--- config.mk ---
export PLATFORM = sky130hd
export DESIGN_NAME = uwd_host
export DESIGN_NICKNAME = d
export VERILOG_FILES = /design/src/hdl/uwd_regacc.v /design/src/hdl/uwd_host.v
export VERILOG_INCLUDE_DIRS = /design/src /design/src/hdl
export SDC_FILE = /design/constraint.sdc
export NUM_CORES = 1
export LEC_CHECK = 0
export BUFFER_PORTS_ARGS = -buffer_cell sky130_fd_sc_hd__buf_2
export CAP_MARGIN = 30
export CORE_UTILIZATION = 30
export DETAILED_ROUTE_END_ITERATION = 8
export HOLD_SLACK_MARGIN = 0.02
export PLACE_DENSITY = 0.47
export SYNTH_ARGS = -nofsm -noshare
export SYNTH_HDL_FRONTEND = slang
export SYNTH_SLANG_ARGS = --single-unit
--- constraint.sdc ---
create_clock -name clock -period 3.6 [get_ports clock]
set_input_delay 0.72 -clock clock [delete_from_list [all_inputs] [get_ports clock]]
set_output_delay 0.72 -clock clock [all_outputs]
set_load 0.005 [all_outputs]
--- src/hdl/uwd_defines.vh ---
`ifndef UWD_DEFINES_VH
`define UWD_DEFINES_VH

// ----------------------------------------------------------------
// own wishbone registers (byte addresses)
// ----------------------------------------------------------------
`define UWD_WB_CTRL 8'h00
`define UWD_WB_GPIO 8'h04
`define UWD_WB_STAT 8'h08
`define UWD_WB_WSRC 8'h0c

// ctrl fields
`define UWD_CTRL_GO 0
`define UWD_CTRL_CMD_LSB 1
`define UWD_CTRL_SEL_LSB 4
`define UWD_CTRL_EXACT 6
`define UWD_CTRL_BCAST 7
`define UWD_CTRL_CTX_LSB 8
`define UWD_CTRL_RESET 32'h0000_0020

// gpio register fields
`define UWD_GPIO_POL_LSB 8
`define UWD_GPIO_CFGB 16

// commands
`define UWD_CMD_NONE 3'h0
`define UWD_CMD_DETACH 3'h1
`define UWD_CMD_GPIO 3'h2
`define UWD_CMD_LAN 3'h3
`define UWD_CMD_CHECK 3'h4
`define UWD_CMD_CLEAR 3'h5

// ----------------------------------------------------------------
// device register map (byte addresses on the device port)
// ----------------------------------------------------------------
`define UWD_DEV_INTERRUPT_STATUS_REGISTER 12'h00c
`define UWD_DEV_HARDWARE_CONFIG_REGISTER 12'h010
`define UWD_DEV_PMT 12'h014
`define UWD_DEV_CFG_A 12'h01c
`define UWD_DEV_CFG_B 12'h018
`define UWD_DEV_GPIO_WAKE 12'h020
`define UWD_DEV_MAC_CR 12'h100
`define UWD_DEV_WAKE_CONTROL_STATUS_1 12'h110
`define UWD_DEV_WAKE_SOURCE_REGISTER 12'h150

// device field positions
`define UWD_INT_PHY 26
`define UWD_HW_DETACH_EN 16
`define UWD_HW_DETACH_RET 17
`define UWD_PMT_SEL_LSB 29
`define UWD_PMT_LAN_WAKE 3
`define UWD_PMT_PHY_WAKE 4
`define UWD_PMT_WAKE_STATUS_BITS_LSB 6
`define UWD_CFG_PIN_EN_LSB 24
`define UWD_MAC_RX_EN 0
`define UWD_MAC_TX_EN 1
`define UWD_WU_BCAST 5
`define UWD_WU_EXACT 9

// suspend select codes
`define UWD_SEL_SLEEP_A 2'b00
`define UWD_SEL_DEEPEST 2'b10
`define UWD_SEL_ACTIVE 2'b11

// power-state contexts for the wake check
`define UWD_CTX_SLEEP_A 3'h0
`define UWD_CTX_DEEPEST 3'h1
`define UWD_CTX_ACTIVE 3'h2
`define UWD_CTX_UNPOWERED 3'h3
`define UWD_CTX_PWR_EVENT 3'h4
`define UWD_CTX_DETACHED 3'h5

// wake source bit layout: [7:0] pins, then the others
`define UWD_WS_RESUME 8
`define UWD_WS_BUSPWR 9
`define UWD_WS_MAGIC 10
`define UWD_WS_WFRAME 11
`define UWD_WS_BCAST 12
`define UWD_WS_EXACT 13
`define UWD_WS_GOOD 14
`define UWD_WS_SYN 15
`define UWD_WS_EEE_RX 16
`define UWD_WS_EEE_TX 17
`define UWD_WS_LINK 18
`define UWD_WS_W 19

`endif

--- src/hdl/uwd_regacc.v ---
`timescale 1ns/1ps
`default_nettype none
`include "uwd_defines.vh"

// one device register access at a time over a req/ack port
module uwd_regacc (
  // clock and reset
  input wire clock,
  input wire rst,
  input wire ce,
  // order from the sequencer
  input wire start,
  input wire we,
  input wire [11:0] addr,
  input wire [31:0] wdata,
  output reg done_reg,
  output reg [31:0] rdata_reg,
  // device register port
  output reg dev_req_reg,
  output reg dev_we_reg,
  output reg [11:0] dev_addr_reg,
  output reg [31:0] dev_wdata_reg,
  input wire dev_ack,
  input wire [31:0] dev_rdata
);

  // request held until ack; done is a one-cycle pulse
  always @(posedge clock) begin
    if (rst) begin
      done_reg <= 1'b0;
      rdata_reg <= 32'h0000_0000;
      dev_req_reg <= 1'b0;
      dev_we_reg <= 1'b0;
      dev_addr_reg <= 12'h000;
      dev_wdata_reg <= 32'h0000_0000;
    end else if (ce) begin
      done_reg <= 1'b0;
      if (dev_req_reg) begin
        if (dev_ack) begin
          dev_req_reg <= 1'b0;
          done_reg <= 1'b1;
          if (!dev_we_reg)
            rdata_reg <= dev_rdata;
        end
      end else if (start) begin
        dev_req_reg <= 1'b1;
        dev_we_reg <= we;
        dev_addr_reg <= addr;
        dev_wdata_reg <= wdata;
      end
    end
  end

endmodule
`default_nettype wire

--- src/hdl/uwd_host.v ---
// How it works
// - arm link-up detection before detach request
// - detach only after link loss is seen
// - clear pending wakes before suspending
// - host enables remote wakeup feature; no command here enables it
// - pin enabled in a config register first
// - per-pin wake enable and polarity
// - stop mac paths before lan arming
// - exact and broadcast wake own bits
// - clear status bit 1 before lan wake
// - pick state, re-enable rx, then suspend
// - suspend select 00, 10 default, 11
//
// Local design decisions: the placing of the registers and the Wishbone interface to the registers.
`timescale 1ns/1ps
`default_nettype none
`include "uwd_defines.vh"

module uwd_host (
  // clock and reset
  input wire clock,
  input wire rst,
  input wire ce,
  // wishbone slave
  input wire wb_cyc_i,
  input wire wb_stb_i,
  input wire wb_we_i,
  input wire [7:0] wb_adr_i,
  input wire [3:0] wb_sel_i,
  input wire [31:0] wb_dat_i,
  output reg [31:0] wb_dat_o,
  output reg wb_ack_o,
  // device register port
  output wire dev_req,
  output wire dev_we,
  output wire [11:0] dev_addr,
  output wire [31:0] dev_wdata,
  input wire dev_ack,
  input wire [31:0] dev_rdata,
  // status
  output reg busy_reg,
  output reg wake_illegal_reg
);

  // ----------------------------------------------------------------
  // wake matrix
  // ----------------------------------------------------------------
  // sources each power context accepts
  function [`UWD_WS_W-1:0] wake_allowed;
    input [2:0] ctx;
    reg [`UWD_WS_W-1:0] m;
    begin
      m = {`UWD_WS_W{1'b0}};
      case (ctx)
        `UWD_CTX_SLEEP_A: begin
          m = {`UWD_WS_W{1'b1}};
          m[`UWD_WS_BUSPWR] = 1'b0;
          m[`UWD_WS_GOOD] = 1'b0;
        end
        `UWD_CTX_ACTIVE: begin
          m = {`UWD_WS_W{1'b1}};
          m[`UWD_WS_BUSPWR] = 1'b0;
        end
        `UWD_CTX_DEEPEST: begin
          m[7:0] = 8'hff;
          m[`UWD_WS_RESUME] = 1'b1;
        end
        `UWD_CTX_UNPOWERED: m[`UWD_WS_BUSPWR] = 1'b1;
        `UWD_CTX_PWR_EVENT: begin
          m[7:0] = 8'hff;
          m[`UWD_WS_MAGIC] = 1'b1;
          m[`UWD_WS_WFRAME] = 1'b1;
          m[`UWD_WS_BCAST] = 1'b1;
          m[`UWD_WS_EXACT] = 1'b1;
          m[`UWD_WS_LINK] = 1'b1;
        end
        `UWD_CTX_DETACHED: begin
          m[7:0] = 8'hff;
          m[`UWD_WS_LINK] = 1'b1;
        end
        default: m = {`UWD_WS_W{1'b0}};
      endcase
      wake_allowed = m;
    end
  endfunction

  // ----------------------------------------------------------------
  // registers and state
  // ----------------------------------------------------------------
  localparam ST_IDLE = 2'd0;
  localparam ST_ISSUE = 2'd1;
  localparam ST_WAIT = 2'd2;

  localparam OP_END = 2'd0;
  localparam OP_RD = 2'd1;
  localparam OP_WR = 2'd2;

  reg [31:0] ctrl_reg;
  reg [16:0] gpio_reg;
  reg [`UWD_WS_W-1:0] wake_src_reg;
  reg detach_ret_reg;
  reg done_reg;
  reg err_reg;
  reg [1:0] state_reg;
  reg [2:0] step_reg;
  reg [2:0] cmd_reg;
  reg [31:0] rd_reg;
  reg [1:0] op_kind;
  reg [11:0] op_addr;
  reg [31:0] op_wdata;
  wire acc_done;
  wire [31:0] acc_rdata;
  wire wb_hit;
  wire [1:0] sel_code;
  wire [2:0] ctx;
  wire [11:0] cfg_addr;
  wire lan_bad;

  assign wb_hit = wb_cyc_i & wb_stb_i & ~wb_ack_o;
  assign sel_code = ctrl_reg[`UWD_CTRL_SEL_LSB+1:`UWD_CTRL_SEL_LSB];
  assign ctx = ctrl_reg[`UWD_CTRL_CTX_LSB+2:`UWD_CTRL_CTX_LSB];
  assign cfg_addr = gpio_reg[`UWD_GPIO_CFGB] ? `UWD_DEV_CFG_B
                                              : `UWD_DEV_CFG_A;
  // a refused lan arming must not leak its first access to the device
  assign lan_bad = cmd_reg == `UWD_CMD_LAN &&
                   sel_code != `UWD_SEL_SLEEP_A &&
                   sel_code != `UWD_SEL_ACTIVE;

  // ----------------------------------------------------------------
  // sequence table: one device access per step
  // ----------------------------------------------------------------
  // fields outside each write are left zero on purpose, except where a
  // step writes back the value it read; the device-side bits they hold
  // are re-armed by their own command
  always @* begin
    op_kind = OP_END;
    op_addr = 12'h000;
    op_wdata = 32'h0000_0000;
    case (cmd_reg)
      `UWD_CMD_DETACH:
        case (step_reg)
          3'd0: begin // link loss seen first
            op_kind = OP_RD;
            op_addr = `UWD_DEV_INTERRUPT_STATUS_REGISTER;
          end
          3'd1: begin // arm link-up wake
            op_kind = OP_WR;
            op_addr = `UWD_DEV_PMT;
            op_wdata[`UWD_PMT_PHY_WAKE] = 1'b1;
          end
          3'd2: begin
            op_kind = OP_RD;
            op_addr = `UWD_DEV_HARDWARE_CONFIG_REGISTER;
          end
          3'd3: begin // device then detaches
            op_kind = OP_WR;
            op_addr = `UWD_DEV_HARDWARE_CONFIG_REGISTER;
            op_wdata = rd_reg;
            op_wdata[`UWD_HW_DETACH_EN] = 1'b1;
          end
          default: op_kind = OP_END;
        endcase
      `UWD_CMD_GPIO:
        case (step_reg)
          3'd0: begin
            op_kind = OP_RD;
            op_addr = cfg_addr;
          end
          3'd1: begin // pin enable before wake arming
            op_kind = OP_WR;
            op_addr = cfg_addr;
            op_wdata = rd_reg;
            op_wdata[`UWD_CFG_PIN_EN_LSB+7:`UWD_CFG_PIN_EN_LSB] =
              rd_reg[`UWD_CFG_PIN_EN_LSB+7:`UWD_CFG_PIN_EN_LSB] |
              gpio_reg[7:0];
          end
          3'd2: begin // per-pin enable and level
            op_kind = OP_WR;
            op_addr = `UWD_DEV_GPIO_WAKE;
            op_wdata[15:0] = gpio_reg[15:0];
          end
          3'd3: begin // drop stale pin events
            op_kind = OP_WR;
            op_addr = `UWD_DEV_INTERRUPT_STATUS_REGISTER;
            op_wdata[7:0] = 8'hff;
          end
          3'd4: begin // state choice
            op_kind = OP_WR;
            op_addr = `UWD_DEV_PMT;
            op_wdata[`UWD_PMT_SEL_LSB+1:`UWD_PMT_SEL_LSB] = sel_code;
          end
          default: op_kind = OP_END;
        endcase
      `UWD_CMD_LAN:
        case (step_reg)
          3'd0: begin
            op_kind = OP_RD;
            op_addr = `UWD_DEV_MAC_CR;
          end
          3'd1: begin // stop both mac paths
            op_kind = OP_WR;
            op_addr = `UWD_DEV_MAC_CR;
            op_wdata = rd_reg;
            op_wdata[`UWD_MAC_RX_EN] = 1'b0;
            op_wdata[`UWD_MAC_TX_EN] = 1'b0;
          end
          3'd2: begin
            op_kind = OP_WR;
            op_addr = `UWD_DEV_WAKE_CONTROL_STATUS_1;
            op_wdata[`UWD_WU_EXACT] = ctrl_reg[`UWD_CTRL_EXACT];
            op_wdata[`UWD_WU_BCAST] = ctrl_reg[`UWD_CTRL_BCAST];
          end
          3'd3: begin // clear status bit 1
            op_kind = OP_WR;
            op_addr = `UWD_DEV_PMT;
            op_wdata[`UWD_PMT_WAKE_STATUS_BITS_LSB+1] = 1'b1;
          end
          3'd4: begin // confirm it really cleared
            op_kind = OP_RD;
            op_addr = `UWD_DEV_PMT;
          end
          3'd5: begin // enable lan wake and pick state
            op_kind = OP_WR;
            op_addr = `UWD_DEV_PMT;
            op_wdata[`UWD_PMT_LAN_WAKE] = 1'b1;
            op_wdata[`UWD_PMT_SEL_LSB+1:`UWD_PMT_SEL_LSB] = sel_code;
          end
          3'd6: begin // receive path back on
            op_kind = OP_WR;
            op_addr = `UWD_DEV_MAC_CR;
            op_wdata[`UWD_MAC_RX_EN] = 1'b1;
          end
          default: op_kind = OP_END;
        endcase
      `UWD_CMD_CHECK:
        case (step_reg)
          3'd0: begin // which event woke it
            op_kind = OP_RD;
            op_addr = `UWD_DEV_WAKE_SOURCE_REGISTER;
          end
          3'd1: begin // return from detach
            op_kind = OP_RD;
            op_addr = `UWD_DEV_HARDWARE_CONFIG_REGISTER;
          end
          3'd2: begin
            op_kind = OP_WR;
            op_addr = `UWD_DEV_WAKE_SOURCE_REGISTER;
            op_wdata[`UWD_WS_W-1:0] = wake_src_reg;
          end
          default: op_kind = OP_END;
        endcase
      `UWD_CMD_CLEAR:
        case (step_reg)
          3'd0: begin // all pending events gone
            op_kind = OP_WR;
            op_addr = `UWD_DEV_INTERRUPT_STATUS_REGISTER;
            op_wdata = 32'hffff_ffff;
          end
          3'd1: begin
            op_kind = OP_WR;
            op_addr = `UWD_DEV_WAKE_SOURCE_REGISTER;
            op_wdata = 32'hffff_ffff;
          end
          default: op_kind = OP_END;
        endcase
      default: op_kind = OP_END;
    endcase
  end

  // ----------------------------------------------------------------
  // sequencer
  // ----------------------------------------------------------------
  // a read is checked in the cycle its data lands, before the next
  // step can rely on a device that did not do what was asked
  always @(posedge clock) begin
    if (rst) begin
      state_reg <= ST_IDLE;
      step_reg <= 3'd0;
      cmd_reg <= `UWD_CMD_NONE;
      rd_reg <= 32'h0000_0000;
      busy_reg <= 1'b0;
      done_reg <= 1'b0;
      err_reg <= 1'b0;
      wake_src_reg <= {`UWD_WS_W{1'b0}};
      detach_ret_reg <= 1'b0;
      wake_illegal_reg <= 1'b0;
    end else if (ce) begin
      case (state_reg)
        ST_IDLE:
          if (wb_hit && wb_we_i && wb_sel_i[0] &&
              wb_adr_i == `UWD_WB_CTRL && wb_dat_i[`UWD_CTRL_GO]) begin
            cmd_reg <= wb_dat_i[`UWD_CTRL_CMD_LSB+2:`UWD_CTRL_CMD_LSB];
            step_reg <= 3'd0;
            busy_reg <= 1'b1;
            done_reg <= 1'b0;
            err_reg <= 1'b0;
            state_reg <= ST_ISSUE;
          end
        ST_ISSUE:
          if (op_kind == OP_END) begin
            busy_reg <= 1'b0;
            done_reg <= 1'b1;
            state_reg <= ST_IDLE;
          end else if (lan_bad) begin
            err_reg <= 1'b1; // lan wake needs state a or active
            busy_reg <= 1'b0;
            state_reg <= ST_IDLE;
          end else
            state_reg <= ST_WAIT;
        ST_WAIT:
          if (acc_done) begin
            rd_reg <= acc_rdata;
            step_reg <= step_reg + 3'd1;
            state_reg <= ST_ISSUE;
            if (cmd_reg == `UWD_CMD_DETACH && step_reg == 3'd0 &&
                !acc_rdata[`UWD_INT_PHY]) begin
              err_reg <= 1'b1; // link not lost: no detach
              busy_reg <= 1'b0;
              state_reg <= ST_IDLE;
            end
            if (cmd_reg == `UWD_CMD_LAN && step_reg == 3'd4 &&
                acc_rdata[`UWD_PMT_WAKE_STATUS_BITS_LSB+1]) begin
              err_reg <= 1'b1; // mac event still active
              busy_reg <= 1'b0;
              state_reg <= ST_IDLE;
            end
            if (cmd_reg == `UWD_CMD_CHECK && step_reg == 3'd0) begin
              wake_src_reg <= acc_rdata[`UWD_WS_W-1:0];
              wake_illegal_reg <= |(acc_rdata[`UWD_WS_W-1:0] &
                                    ~wake_allowed(ctx));
            end
            if (cmd_reg == `UWD_CMD_CHECK && step_reg == 3'd1)
              detach_ret_reg <= acc_rdata[`UWD_HW_DETACH_RET];
          end
        default: state_reg <= ST_IDLE;
      endcase
    end
  end

  uwd_regacc u_acc (
    .clock(clock),
    .rst(rst),
    .ce(ce),
    .start(state_reg == ST_ISSUE && op_kind != OP_END && !lan_bad),
    .we(op_kind == OP_WR),
    .addr(op_addr),
    .wdata(op_wdata),
    .done_reg(acc_done),
    .rdata_reg(acc_rdata),
    .dev_req_reg(dev_req),
    .dev_we_reg(dev_we),
    .dev_addr_reg(dev_addr),
    .dev_wdata_reg(dev_wdata),
    .dev_ack(dev_ack),
    .dev_rdata(dev_rdata)
  );

  // ----------------------------------------------------------------
  // wishbone slave
  // ----------------------------------------------------------------
  // one wait state; settings are frozen while a sequence runs so a
  // half-done arming never mixes two configurations
  always @(posedge clock) begin
    if (rst) begin
      wb_ack_o <= 1'b0;
      wb_dat_o <= 32'h0000_0000;
      ctrl_reg <= `UWD_CTRL_RESET; // deepest state by default
      gpio_reg <= 17'h00000;
    end else if (ce) begin
      wb_ack_o <= wb_hit;
      if (wb_hit && wb_we_i && !busy_reg) begin
        if (wb_adr_i == `UWD_WB_CTRL) begin
          if (wb_sel_i[0])
            ctrl_reg[7:1] <= wb_dat_i[7:1];
          if (wb_sel_i[1])
            ctrl_reg[10:8] <= wb_dat_i[10:8];
        end
        if (wb_adr_i == `UWD_WB_GPIO) begin
          if (wb_sel_i[0])
            gpio_reg[7:0] <= wb_dat_i[7:0];
          if (wb_sel_i[1])
            gpio_reg[15:8] <= wb_dat_i[15:8];
          if (wb_sel_i[2])
            gpio_reg[16] <= wb_dat_i[16];
        end
      end
      if (wb_hit && !wb_we_i)
        case (wb_adr_i)
          `UWD_WB_CTRL: wb_dat_o <= {21'h000000, ctrl_reg[10:1], 1'b0};
          `UWD_WB_GPIO: wb_dat_o <= {15'h0000, gpio_reg};
          `UWD_WB_STAT: wb_dat_o <= {22'h000000, step_reg, state_reg,
                                     detach_ret_reg, wake_illegal_reg,
                                     err_reg, done_reg, busy_reg};
          `UWD_WB_WSRC: wb_dat_o <= {13'h0000, wake_src_reg};
          default: wb_dat_o <= 32'h0000_0000;
        endcase
    end
  end

endmodule
`default_nettype wire

==> key figures <==
Status
  • Outcome: complete, no violations

Yosys
  • Mapped Cells: between 1000 and 1500
  • Post-synthesis area per instance: 8.35 um2
  • Number of synthesized flops with an enable pin: 0
  • Yosys top cell by area: dfxtp_1
  • Netlist cell types: 70
  • Yosys top cell area share: 0.436
  • Dominant cell by count in the synthesized netlist: nand2_1
  • Top FF cell, synth: dfxtp_1
  • Mapped cell area: 8440 um2
  • Post-synth top cells: nand2_1 (207), dfxtp_1 (184), a21oi_1 (148)
  • Synth area leaders: dfxtp_1 (44%), nand2_1 (9.2%), a21oi_1 (8.8%)
  • Seq/Total Area, Yosys: 0.436
  • Post-synthesis async set-or-reset flop share: 0
  • Seq cells post-synth: 184
  • Yosys warning total: 0

Clocking
  • TritonCTS buffer count: 17
  • Clk pin slew, worst setup/hold paths: 0.07 ns
  • Clk Latency, worst-skew pair: roughly 0.43 ns
  • Longest Clk Path Bufs: 2
  • Clock root buffer: clkbuf_16
  • H-tree depth: 4
  • TritonCTS clock tree: built
  • Post-CTS Resized: 0
  • Clock Sinks: between 150 and 200
  • CTS Hold Buffers Added: 0
  • Post-CTS Setup Repair Bufs: 0

GRT
  • Tot GR Track Use: 0.190
  • Vias in the first global route: 7110
  • Initial antenna violation count: 0
  • First-pass GRT wire length: 41900 um
  • Grt ovf: 0
  • Largest net degree at the start of global routing: 84

Layout
  • Area grow syn2layout: 18.6%
  • Area taken by multi-input logic gates: 4290 um2
  • Final nets: 1195
  • Ant. Diodes: 0
  • Share of post-route cells with drive strength above 1: 0.222
  • Fin util: 0.361
  • Layout Cells excl Fill: 1493
  • Seq. cell area: 3680 um2
  • Fill cells: 2963

STA
  • Final-report setup violation count: 0
  • Final TNS setup: 0 ns
  • Max Freq: 365 MHz
  • Final Hold Violating Endpoints: 0
  • RSZ-0062 raised after global routing: false
  • Tightest Pin Transition: 0.914 ns
  • Slew margin rel.: 0.389
  • Final min period: 2.74 ns
  • Slew Limit Fails: 0
  • Final period util: 0.760
  • Clock Skew: 0.0121 ns

Floorplanning
  • Initial Utilization: 0.305
  • DIE AREA: 28800 um2
  • Core footprint: 27700 um2
  • IO Count: 164
  • Die W: 170 um
  • Floorplan row count: 61
  • Die Y: around 170 um

Critical path
  • CP Data Required Time: 3.95 ns
  • Worst setup EP type: flip-flop
  • Critical path class: reg -> reg
  • Worst-path fanout max: 18
  • Crit path launch type: flip-flop
  • Critical path data arrival time: 3.09 ns

Placed design
  • # placed instances: 1462
  • GPL Wtd Cong: 0.864
  • Port bufs: 128
  • Hpwl dp: 19100 um

Routing
  • Drt pass-1 iters: 5
  • Vias: approximately 7500
  • Drt via density: ~5
  • Routed WL: 26900 um
  • DRC viols: 0
  • Average wire per standard cell: 18.0 um
  • Initial drt markers: between 400 and 500
  • Antenna-violating nets left: 0

Job
  • Max cap viols: 0

Power and ir drop
  • PD cells: 419 nW/um2
  • Worst-case vdd ir drop: approximately 0.29 mV
  • Static Leak: 0.00362 uW

Worst hold path
  • Worst Hold Class: reg -> reg
-- where the power goes --
part	internal (uW)	switching [uW]
Combinational	40.5	78.3
Clock	1190	847
Sequential	2030	0.325
-- placed cells by master, fill, tap and decap left out, drive strengths merged, types with 17 or more instances in the layout --
cell and instances:
a211oi 32, a21oi 148, a22oi 17, buf 153, clkbuf 19, conb 19, dfxtp 184, inv 19
mux2i 19, nand2 207, nand3 26, nor2 90, nor3 17, o21ai 17
-- critical path, cell delays in order (launching register included) --
cell and delay (ns):
dfxtp_1 0.70, nor4b_2 0.58, and2_1 0.74, a221o_1 0.33, a21oi_1 0.08, a211oi_2 0.22
-- layout make-up --
type	instances	share of cell area
multi-input combinational	731	0.429
sequential	184	0.368
timing repair buffer	153	0.0871
tap	378	0.0472
clock buffer	19	0.0442
clock inverter	12	0.0189
inverter	16	0.00600
-- layer usage --
layer	wire, um	vias up	global-route usage	share of wire
li1	-	3684	-	-
met1	12300	3550	0.249	0.46
met2	13200	181	0.322	0.49
met3	915	36	0.0229	0.034
met4	527	0	0.0627	0.020
met5	0	-	0	0
-- per-stage QoR --
stage | hold WS [ns] | worst slack [ns] | power, uW | cell area, um2
after detailed placement | 0.446 | 0.877 | 2200 | 9380
after CTS | 0.455 | 0.917 | 4230 | 10000
after global routing | 0.467 | 0.657 | 4320 | 10000
final | 0.454 | 0.862 | 4190 | 10000
after floorplan | 0.432 | 1.22 | 2160 | 8510
after global placement | 0.441 | 0.892 | 2200 | 9380
-- worst paths after layout --
kind,start,endpoint,slack (ns),cells past startpoint
worst max-delay path,cmd_reg[2]$_SDFFE_PP0P_,u_acc.dev_wdata_reg[14]$_SDFFE_PP0P_,0.86,5
worst min register to register,u_acc.rdata_reg[24]$_SDFFE_PP0P_,rd_reg[24]$_SDFFE_PP0P_,0.45,2
worst max register to register,cmd_reg[2]$_SDFFE_PP0P_,u_acc.dev_wdata_reg[14]$_SDFFE_PP0P_,0.86,5
worst min-delay path,u_acc.rdata_reg[24]$_SDFFE_PP0P_,rd_reg[24]$_SDFFE_PP0P_,0.45,2
-- cell families (layout without fill, tap and decap cells) --
| group | count (synthesis) | count (layout) | synth area share |
|---|---|---|---|
| simple gates | 390 | 390 | 0.202 |
| xor+xnor | 1 | 1 | 0.00104 |
| compound gates | 275 | 275 | 0.222 |
| other cells | 1 | 19 | 0.000444 |
| buf+inv | 114 | 200 | 0.0658 |
| fa+ha+maj | 9 | 9 | 0.0133 |
| flops | 184 | 184 | 0.436 |
| mux | 37 | 37 | 0.0585 |
No activity file was read; power rests on OpenSTA's default activity.
